### config.mk
export PLATFORM = sky130hd
export DESIGN_NAME = t1_superframe_alignment_search
export DESIGN_NICKNAME = d
export VERILOG_FILES = /design/src/hw/sf_align_pkg.sv /design/src/hw/sf_bit_fifo.sv /design/src/hw/t1_superframe_alignment_search.sv
export SDC_FILE = /design/constraint.sdc
export NUM_CORES = 1
export LEC_CHECK = 0
export BUFFER_PORTS_ARGS = -buffer_cell sky130_fd_sc_hd__buf_2
export CORE_UTILIZATION = 45
export CTS_CLUSTER_SIZE = 14
export DETAILED_ROUTE_END_ITERATION = 10
export SYNTH_ARGS = -nofsm -noshare
export SYNTH_HDL_FRONTEND = slang
export SYNTH_SLANG_ARGS = --single-unit
### constraint.sdc
create_clock -name core_clk_in -period 3.3 [get_ports core_clk_in]
set_input_delay 0.825 -clock core_clk_in [delete_from_list [all_inputs] [get_ports core_clk_in]]
set_output_delay 0.825 -clock core_clk_in [all_outputs]
set_load 0.01 [all_outputs]
### src/hw/sf_align_pkg.sv
package sf_align_pkg;

  // Frame geometry: one F-bit plus 24 channels of 8 bits
  localparam int CHANNELS = 24;
  localparam int CHANNEL_BITS = 8;
  localparam int FRAME_BITS = 1 + CHANNELS * CHANNEL_BITS;
  localparam logic [7:0] FBIT_POS = 8'h00;
  localparam logic [7:0] LAST_BIT_POS = 8'(FRAME_BITS - 1);

  // Superframe of 12 frames and its F-bit pattern, frame 1 in the MSB
  localparam int SF_FRAMES = 12;
  localparam logic [3:0] FIRST_FRAME_IDX = 4'h0;
  localparam logic [3:0] LAST_FRAME_IDX = 4'(SF_FRAMES - 1);
  localparam logic [11:0] SF_PATTERN = 12'h8dc;
  localparam logic [11:0] J1_DONT_CARE = 12'h001;
  localparam logic [11:0] NO_DONT_CARE = 12'h000;

  // Search limits, counted in F-bit samples
  localparam logic [4:0] PATTERN_LAST_SAMPLE = 5'h0b;
  localparam logic [4:0] HUNT_LAST_SAMPLE = 5'h17;

  // Out-of-frame: this many errors among the last four F-bits
  localparam int OOF_ERR_LIMIT = 2;

  // Mimic watcher starts one bit after the candidate F-bit
  localparam logic [7:0] MIMIC_FIRST_OFF = 8'h01;

  // Input buffer
  localparam int FIFO_WIDTH = 1;
  localparam int FIFO_DEPTH = 16;

  typedef enum logic [3:0] {
    st_hunt = 4'h1,
    st_confirm = 4'h2,
    st_sync = 4'h4,
    st_bypass = 4'h8
  } align_state_t;

endpackage

### src/hw/sf_bit_fifo.sv
`timescale 1ns/10ps
module sf_bit_fifo #(
  parameter int WIDTH = 1,
  parameter int DEPTH = 16
) (
  input wire logic core_clk_in,
  input wire logic rstn_in,
  input wire logic [WIDTH-1:0] wr_data_in,
  input wire logic wr_valid_in,
  output logic wr_ready_out,
  output logic [WIDTH-1:0] rd_data_out,
  output logic rd_valid_out,
  input wire logic rd_ready_in
);
  localparam int AW = $clog2(DEPTH);

  logic [WIDTH-1:0] mem [DEPTH];
  logic [AW-1:0] wr_ptr_reg;
  logic [AW-1:0] rd_ptr_reg;
  logic [AW:0] count_reg;
  logic full;
  logic empty;
  logic push;
  logic pop;

  // Flags and handshakes; pointers wrap naturally, DEPTH is a power of two
  assign full = (count_reg == (AW+1)'(DEPTH));
  assign empty = (count_reg == '0);
  assign wr_ready_out = ~full;
  assign rd_valid_out = ~empty;
  assign push = wr_valid_in & ~full;
  assign pop = rd_ready_in & ~empty;
  assign rd_data_out = mem[rd_ptr_reg];

  // Storage, no reset needed
  always_ff @(posedge core_clk_in) begin
    if (push) begin
      mem[wr_ptr_reg] <= wr_data_in;
    end
  end

  // Pointers and fill level
  always_ff @(posedge core_clk_in or negedge rstn_in) begin
    if (!rstn_in) begin
      wr_ptr_reg <= '0;
      rd_ptr_reg <= '0;
      count_reg <= '0;
    end else begin
      if (push) begin
        wr_ptr_reg <= wr_ptr_reg + AW'(1);
      end
      if (pop) begin
        rd_ptr_reg <= rd_ptr_reg + AW'(1);
      end
      if (push && !pop) begin
        count_reg <= count_reg + (AW+1)'(1);
      end else if (pop && !push) begin
        count_reg <= count_reg - (AW+1)'(1);
      end
    end
  end

endmodule // sf_bit_fifo

### src/hw/t1_superframe_alignment_search.sv
`timescale 1ns/10ps
// Function
// - Superframe is 12 frames, each one F-bit then 24 eight-bit channels.
// - Hunt F-bits for 100011011100 in T1, last bit ignored in J1.
// - Same pattern seen at a non F-bit position counts as a mimic.
// - Mimic check on: sync after two clean patterns and no mimic.
// - Mimic check off: sync after two clean patterns, mimics ignored.
// - Raise the mimic flag whenever a mimic is seen during search.
// - Out-of-frame status is 0 while in sync, 1 otherwise.
// - Mark the first bit of every superframe while in sync.
// - In sync keep checking F-bits, flag errors, drop sync on errors.
// - Bypass control disables all alignment processing.
// - In T1 the last pattern bit must be 0; in J1 either value.
module t1_superframe_alignment_search
  import sf_align_pkg::*;
(
  input wire logic core_clk_in,
  input wire logic rstn_in,
  input wire logic line_bit_in,
  input wire logic line_valid_in,
  output logic line_ready_out,
  input wire logic j1_mode_in,
  input wire logic mimic_check_enable_in,
  input wire logic framer_bypass_in,
  input wire logic mimic_clear_in,
  output logic data_bit_out,
  output logic data_valid_out,
  input wire logic data_ready_in,
  output logic framing_bit_flag_out,
  output logic multiframe_boundary_flag_out,
  output logic framing_error_out,
  output logic out_of_frame_status_out,
  output logic mimic_present_flag_out
);

  // Finds the superframe phase of a 12-sample history: {hit, phase}
  function automatic logic [4:0] rot_match(input logic [11:0] seq,
                                           input logic [11:0] dc);
    logic [23:0] pp;
    logic [23:0] mm;
    logic [11:0] w;
    logic [11:0] m;
    logic hit;
    logic [3:0] k;
    pp = {SF_PATTERN, SF_PATTERN};
    mm = {dc, dc};
    hit = 1'b0;
    k = FIRST_FRAME_IDX;
    for (int i = 0; i < SF_FRAMES; i++) begin
      w = pp[23-i -: 12];
      m = mm[23-i -: 12];
      if (!hit && (((seq ^ w) & ~m) == 12'h000)) begin
        hit = 1'b1;
        k = 4'(i);
      end
    end
    return {hit, k};
  endfunction

  align_state_t state_reg, state_next;
  logic [7:0] bit_pos_reg, bit_pos_next;
  logic [4:0] samp_cnt_reg, samp_cnt_next;
  logic [11:0] fbit_shift_reg, fbit_shift_next;
  logic [3:0] frame_idx_reg, frame_idx_next;
  logic [3:0] err_hist_reg, err_hist_next;
  logic [7:0] mimic_pos_reg;
  logic [11:0] mimic_shift_reg;
  logic [3:0] mimic_cnt_reg;
  logic mimic_seen_reg;
  logic mimic_flag_reg;
  logic out_valid_reg;
  logic data_bit_reg;
  logic fbit_flag_reg;
  logic mfb_flag_reg;
  logic ferr_reg;
  logic slip;
  logic enter_confirm;

  logic fifo_bit;
  logic fifo_valid;
  logic fifo_ready;
  logic take;
  logic [11:0] dc_mask;
  logic is_fbit;
  logic fbit_take;
  logic searching;
  logic [11:0] fbit_shift_new;
  logic [4:0] hunt_rot;
  logic hunt_hit;
  logic exp_bit;
  logic dc_bit;
  logic fbit_ok;
  logic [3:0] frame_idx_inc;
  logic [3:0] err_hist_new;
  logic oof_trip;
  logic mimic_sample;
  logic [11:0] mimic_shift_new;
  logic [4:0] mimic_rot;
  logic mimic_hit;
  logic mimic_wrap;

  // Input buffer, drained one bit per accepted output slot
  sf_bit_fifo #(
    .WIDTH(FIFO_WIDTH),
    .DEPTH(FIFO_DEPTH)
  ) u_fifo (
    .core_clk_in(core_clk_in),
    .rstn_in(rstn_in),
    .wr_data_in(line_bit_in),
    .wr_valid_in(line_valid_in),
    .wr_ready_out(line_ready_out),
    .rd_data_out(fifo_bit),
    .rd_valid_out(fifo_valid),
    .rd_ready_in(fifo_ready)
  );

  // Output stage stalls the buffer when downstream holds back
  assign fifo_ready = ~out_valid_reg | data_ready_in;
  assign take = fifo_valid & fifo_ready;

  // Position decode; no F-bit exists in bypass
  assign is_fbit = (bit_pos_reg == FBIT_POS) &&
                   (state_reg != st_bypass);
  assign fbit_take = take & is_fbit;
  assign searching = (state_reg == st_hunt) || (state_reg == st_confirm);
  assign dc_mask = j1_mode_in ? J1_DONT_CARE : NO_DONT_CARE;

  // Hunt over the last 12 F-bit samples at the candidate position
  assign fbit_shift_new = {fbit_shift_reg[10:0], fifo_bit};
  assign hunt_rot = rot_match(fbit_shift_new, dc_mask);
  assign hunt_hit = hunt_rot[4] && (samp_cnt_reg >= PATTERN_LAST_SAMPLE);

  // Expected F-bit for the tracked frame number
  assign exp_bit = SF_PATTERN[LAST_FRAME_IDX - frame_idx_reg];
  assign dc_bit = dc_mask[LAST_FRAME_IDX - frame_idx_reg];
  assign fbit_ok = (fifo_bit == exp_bit) | dc_bit;
  assign frame_idx_inc = (frame_idx_reg == LAST_FRAME_IDX) ?
                         FIRST_FRAME_IDX : frame_idx_reg + 4'h1;

  // Error window for losing sync
  assign err_hist_new = {err_hist_reg[2:0], ~fbit_ok};
  assign oof_trip = ($countones(err_hist_new) >= OOF_ERR_LIMIT);

  // Mimic watcher samples one other bit position per 12 frames
  assign mimic_sample = take && searching &&
                        (bit_pos_reg == mimic_pos_reg);
  assign mimic_shift_new = {mimic_shift_reg[10:0], fifo_bit};
  assign mimic_rot = rot_match(mimic_shift_new, dc_mask);
  assign mimic_wrap = mimic_sample && (mimic_cnt_reg == LAST_FRAME_IDX);
  assign mimic_hit = mimic_wrap && mimic_rot[4];

  // Alignment state machine, acts on each F-bit taken
  always_comb begin
    state_next = state_reg;
    samp_cnt_next = samp_cnt_reg;
    fbit_shift_next = fbit_shift_reg;
    frame_idx_next = frame_idx_reg;
    err_hist_next = err_hist_reg;
    slip = 1'b0;
    enter_confirm = 1'b0;
    case (state_reg)
      st_hunt: begin
        if (fbit_take) begin
          fbit_shift_next = fbit_shift_new;
          if (hunt_hit) begin
            state_next = st_confirm;
            enter_confirm = 1'b1;
            frame_idx_next = hunt_rot[3:0];
            samp_cnt_next = '0;
          end else if (samp_cnt_reg == HUNT_LAST_SAMPLE) begin
            slip = 1'b1;
            samp_cnt_next = '0;
          end else begin
            samp_cnt_next = samp_cnt_reg + 5'h01;
          end
        end
      end
      st_confirm: begin
        if (fbit_take) begin
          frame_idx_next = frame_idx_inc;
          samp_cnt_next = samp_cnt_reg + 5'h01;
          if (!fbit_ok) begin
            state_next = st_hunt;
            slip = 1'b1;
            samp_cnt_next = '0;
          end else if (samp_cnt_reg == PATTERN_LAST_SAMPLE) begin
            samp_cnt_next = '0;
            if (mimic_check_enable_in && (mimic_seen_reg || mimic_hit)) begin
              state_next = st_hunt;
              slip = 1'b1;
            end else begin
              state_next = st_sync;
              err_hist_next = '0;
            end
          end
        end
      end
      st_sync: begin
        if (fbit_take) begin
          frame_idx_next = frame_idx_inc;
          err_hist_next = err_hist_new;
          if (oof_trip) begin
            state_next = st_hunt;
            samp_cnt_next = '0;
          end
        end
      end
      st_bypass: begin
        if (!framer_bypass_in) begin
          state_next = st_hunt;
          samp_cnt_next = '0;
        end
      end
      default: begin
        state_next = st_hunt;
      end
    endcase
    if (framer_bypass_in) begin
      state_next = st_bypass;
    end
  end

  // Bit counter; a slip holds it so the candidate moves one bit later
  assign bit_pos_next = !take ? bit_pos_reg :
                        slip ? bit_pos_reg :
                        (bit_pos_reg == LAST_BIT_POS) ? FBIT_POS :
                        bit_pos_reg + 8'h01;

  // Alignment state registers
  always_ff @(posedge core_clk_in or negedge rstn_in) begin
    if (!rstn_in) begin
      state_reg <= st_hunt;
      bit_pos_reg <= FBIT_POS;
      samp_cnt_reg <= '0;
      fbit_shift_reg <= '0;
      frame_idx_reg <= FIRST_FRAME_IDX;
      err_hist_reg <= '0;
    end else begin
      state_reg <= state_next;
      bit_pos_reg <= bit_pos_next;
      samp_cnt_reg <= samp_cnt_next;
      fbit_shift_reg <= fbit_shift_next;
      frame_idx_reg <= frame_idx_next;
      err_hist_reg <= err_hist_next;
    end
  end

  // Mimic watcher position and history
  always_ff @(posedge core_clk_in or negedge rstn_in) begin
    if (!rstn_in) begin
      mimic_pos_reg <= MIMIC_FIRST_OFF;
      mimic_shift_reg <= '0;
      mimic_cnt_reg <= FIRST_FRAME_IDX;
    end else if (mimic_sample) begin
      mimic_shift_reg <= mimic_shift_new;
      if (mimic_wrap) begin
        mimic_cnt_reg <= FIRST_FRAME_IDX;
        mimic_pos_reg <= (mimic_pos_reg == LAST_BIT_POS) ?
                         MIMIC_FIRST_OFF : mimic_pos_reg + 8'h01;
      end else begin
        mimic_cnt_reg <= mimic_cnt_reg + 4'h1;
      end
    end
  end

  // Mimic flags; a new mimic wins over a clear in the same cycle
  always_ff @(posedge core_clk_in or negedge rstn_in) begin
    if (!rstn_in) begin
      mimic_seen_reg <= 1'b0;
      mimic_flag_reg <= 1'b0;
    end else begin
      if (mimic_hit) begin
        mimic_seen_reg <= 1'b1;
      end else if (enter_confirm) begin
        mimic_seen_reg <= 1'b0;
      end
      if (mimic_hit) begin
        mimic_flag_reg <= 1'b1;
      end else if (mimic_clear_in) begin
        mimic_flag_reg <= 1'b0;
      end
    end
  end

  // Output word: the bit and its markers travel together
  always_ff @(posedge core_clk_in or negedge rstn_in) begin
    if (!rstn_in) begin
      out_valid_reg <= 1'b0;
      data_bit_reg <= 1'b0;
      fbit_flag_reg <= 1'b0;
      mfb_flag_reg <= 1'b0;
      ferr_reg <= 1'b0;
    end else if (take) begin
      out_valid_reg <= 1'b1;
      data_bit_reg <= fifo_bit;
      fbit_flag_reg <= is_fbit;
      mfb_flag_reg <= is_fbit && (state_reg == st_sync) &&
                      (frame_idx_reg == FIRST_FRAME_IDX);
      ferr_reg <= is_fbit && (state_reg == st_sync) && !fbit_ok;
    end else if (data_ready_in) begin
      out_valid_reg <= 1'b0;
    end
  end

  assign data_bit_out = data_bit_reg;
  assign data_valid_out = out_valid_reg;
  assign framing_bit_flag_out = fbit_flag_reg;
  assign multiframe_boundary_flag_out = mfb_flag_reg;
  assign framing_error_out = ferr_reg;
  assign out_of_frame_status_out = (state_reg != st_sync);
  assign mimic_present_flag_out = mimic_flag_reg;

endmodule // t1_superframe_alignment_search

==> qor.csv <==
stage,metric,value,unit
outcome,status,completed,
timing,relSlewSlack,33.1,%
clock_network,clock_path_buffers,2,
floorplan,fp.dieH,116,um
synth,synth_top_area_share,32.6,%
pwr,powerDensity,586,nW/um2
critical_path,reg2reg_setup_slack,150,ps
critical_path,crit_top_cell,buf_4,
grt,grt_usage,20.7,%
routing,wl_met2,5680,um
routing,wl,12600,um
grt,grt_pass1_vias,4387,
routing,vias,4562,
placement,dpl_cell_area,6120,um2
timing,fin_skew,6.42,ps
synth,synth_cells,602,
routing,drt-initial-drc-count,381,
grt,grt_max_degree,79,
critical_path,slowest_stage,dfrtp_2,
synth,syn-num-nets,633,
critical_path,crit_path_end_kind,register,
critical_path,cp_slowest_stage_delay,490,ps
floorplan,start_util,46.2,%
synth,syn_area,5830,um2
clock_network,ctsRootBufferMaster,clkbuf_16,
cells_and_area,fin_area,6450,um2
routing,final_antenna_net_count,0,
synth,seq_area_frac_synth,41.8,%
floorplan,die_w,116,um
timing,worstMarginPinSlew,1000,ps
grt,grt_pass1_wl,21700,um
pwr,ir_drop,0.393,mV
placement,port-buffer-count,16,
timing,post-route-min-period,3150,ps
timing,slew_violations,0,
grt,antenna_found_initial,0,
floorplan,dieArea,13400,um2
timing,setup_violations,0,
critical_path,worstPathRequired,3570,ps
floorplan,io_pins,17,
cells_and_area,mostFrequentLayoutCells,"dfrtp_1 (75), nand2_1 (73), nor2_1 (49), o21ai_0 (39), inv_1 (32)",
timing,hold_viol_final,0,
placement,place_congestion,0.933,
synth,async_flop_share,83.0,%
cells_and_area,n_antenna_cell,0,
timing,max_freq,318,MHz
critical_path,crit_path_start_kind,register,
pwr,total_power,3780,uW
routing,met1_length,6290,um
cells_and_area,nets,654,
floorplan,core,12600,um2
routing,routed_via_density,5.70,
synth,synth_area_leaders,"dfrtp_1 (33%), edfxtp_1 (8.2%), nand2_1 (4.7%)",
clock_network,clk_latency,350,ps
timing,grt_setup_unrepaired,false,
routing,drc,0,
clock_network,cts_made_buffers,9,
clock_network,cts_sinks,94,
timing,fin_tns_setup,0,ps
synth,synth-seq-cells,94,
critical_path,cp.arrival,3420,ps
cells_and_area,final_common_cell,dfrtp_1,
cells_and_area,areaGrowthSynthToFinish,10.6,%
grt,overflow,0,
clock_network,cts_tree,done,
cells_and_area,final_layout_size_suffix_gt1_share,15.3,%
worst_hold_path,hold_path.class,register to register,
timing,period_share,95.4,%
pwr,leakagePower,0.00270,uW
synth,synth_top_cell_by_area,dfrtp_1,
routing,firstDrtPassIters,4,
critical_path,path_class,register to register,
synth,synth_edf_count,16,
clock_network,clk_pin_slew,70,ps
routing,top_layer_used,met4,
synth,yosysWarnings,0,
synth,synth.avg_cell_area,9.68,um2
critical_path,path_cells,buf_4 -> mux2i_1 -> a22oi_1 -> a21boi_2 -> o21a_2 -> or3_1 -> fa_1 -> o21ai_1 -> or2_4 -> o21ai_2 -> buf_4 -> or2_2 -> o21ai_0,
floorplan,num_rows,41,
critical_path,cp_max_fo,8,
routing,wl_per_cell,15.8,um
synth,synth-main-ff-cell,dfrtp_1,
clock_network,ctsHoldBuffers,0,
routing,routed-wl-met3,417,um
cells_and_area,largest_reg_flops,16,
run,cap_violations,0,
placement,dp_hpwl,9100,um
clock_network,htreeDepth,3,
synth,synth_cell_types,88,
## stage by stage
stage,std cells,setup WS (ps),util (%),hold WS [ps]
CTS,799,9.40,50.9,486
floorplan,602,211,-,456
finish,800,153,51.1,481
detailed placement,783,-63.8,48.5,458
global route,800,4.18,51.1,501
global placement,783,69.6,48.5,460
## power by group
group	switching, uW	internal, uW	total (uW)
clock network	512	538	1050
logic	592	532	1120
registers	250	1360	1610
## critical path: cells and delay by family, from the launching register on
kind	cells	cell delay, ps
compound gates	6	910
fa+ha+maj	1	450
buf+inv	2	340
flops	1	490
mux	1	110
simple gates	3	780
## what timing repair did
item / in CTS / in global routing
buffers inserted: 0 / 1
endpoints found under the hold margin: 0 / 0
pin swaps: 0 / 2
setup endpoints to repair: 5 / 7
resized for setup: 1 / 6
## routing by layer
layer | global-route usage, % | vias up
met5 | 0 | -
met4 | 7.69 | 0
met3 | 2.82 | 15
met2 | 31.7 | 88
met1 | 29.9 | 2221
li1 | - | 2238
## logic make-up (layout without fill, tap and decap cells)
group	count (synthesis)	count (layout)	synth area share, %
AND/OR/NAND/NOR	236	236	22.1
AO/OA/AOI/OAI	134	134	16.7
flip-flops	94	94	41.8
buffers and inverters	58	84	4.53
multiplexers	32	32	5.99
XOR/XNOR	26	26	3.91
adder cells (fa/ha/maj)	22	22	4.98
## synth_stat cells (all sizes together), types with 4 or more instances
master / n
xor2: 9
and2: 6
ha: 20
a21oi: 13
nor2b: 10
xnor2: 17
nor4: 6
nor2: 50
and4bb: 6
o211ai: 9
inv: 35
nor3: 14
clkbuf: 14
a22oi: 7
and3: 4
a211o: 4
dfrtp: 76
nand3: 9
o2111ai: 12
buf: 9
a31oi: 8
a211oi: 4
mux2i: 15
nand2: 73
nand4: 10
o311ai: 4
nand3b: 5
nand2b: 10
or2: 4
or4: 5
nor4bb: 4
edfxtp: 16
mux2: 17
o21ai: 44
## cell type report
class                           instances  area, um2
Clock buffer                            9        225
Clock inverter                          7       75.1
Fill cell                            1200       6170
Inverter                               35        134
Multi-Input combinational cell        450       3150
Sequential cell                        94       2440
Tap cell                              172        215
Timing Repair Buffer                   33        210
## path summary, 6_finish.rpt
path / startpoint / endpoint / cells after the start
setup / recovery: u_fifo.rd_ptr_reg[3]$_DFFE_PN0P_ / samp_cnt_reg[0]$_DFFE_PN0P_ / 13
hold / removal: framing_bit_flag_out$_DFFE_PN0P_ / framing_bit_flag_out$_DFFE_PN0P_ / 2
setup reg to reg: u_fifo.rd_ptr_reg[3]$_DFFE_PN0P_ / samp_cnt_reg[0]$_DFFE_PN0P_ / 13
hold reg to reg: framing_bit_flag_out$_DFFE_PN0P_ / framing_bit_flag_out$_DFFE_PN0P_ / 2
max in group asynchronous: rstn_in / u_fifo.rd_ptr_reg[3]$_DFFE_PN0P_ / 1
min in group asynchronous: rstn_in / mimic_shift_reg[5]$_DFFE_PN0P_ / 1
Power figures use the tool's default switching activity.
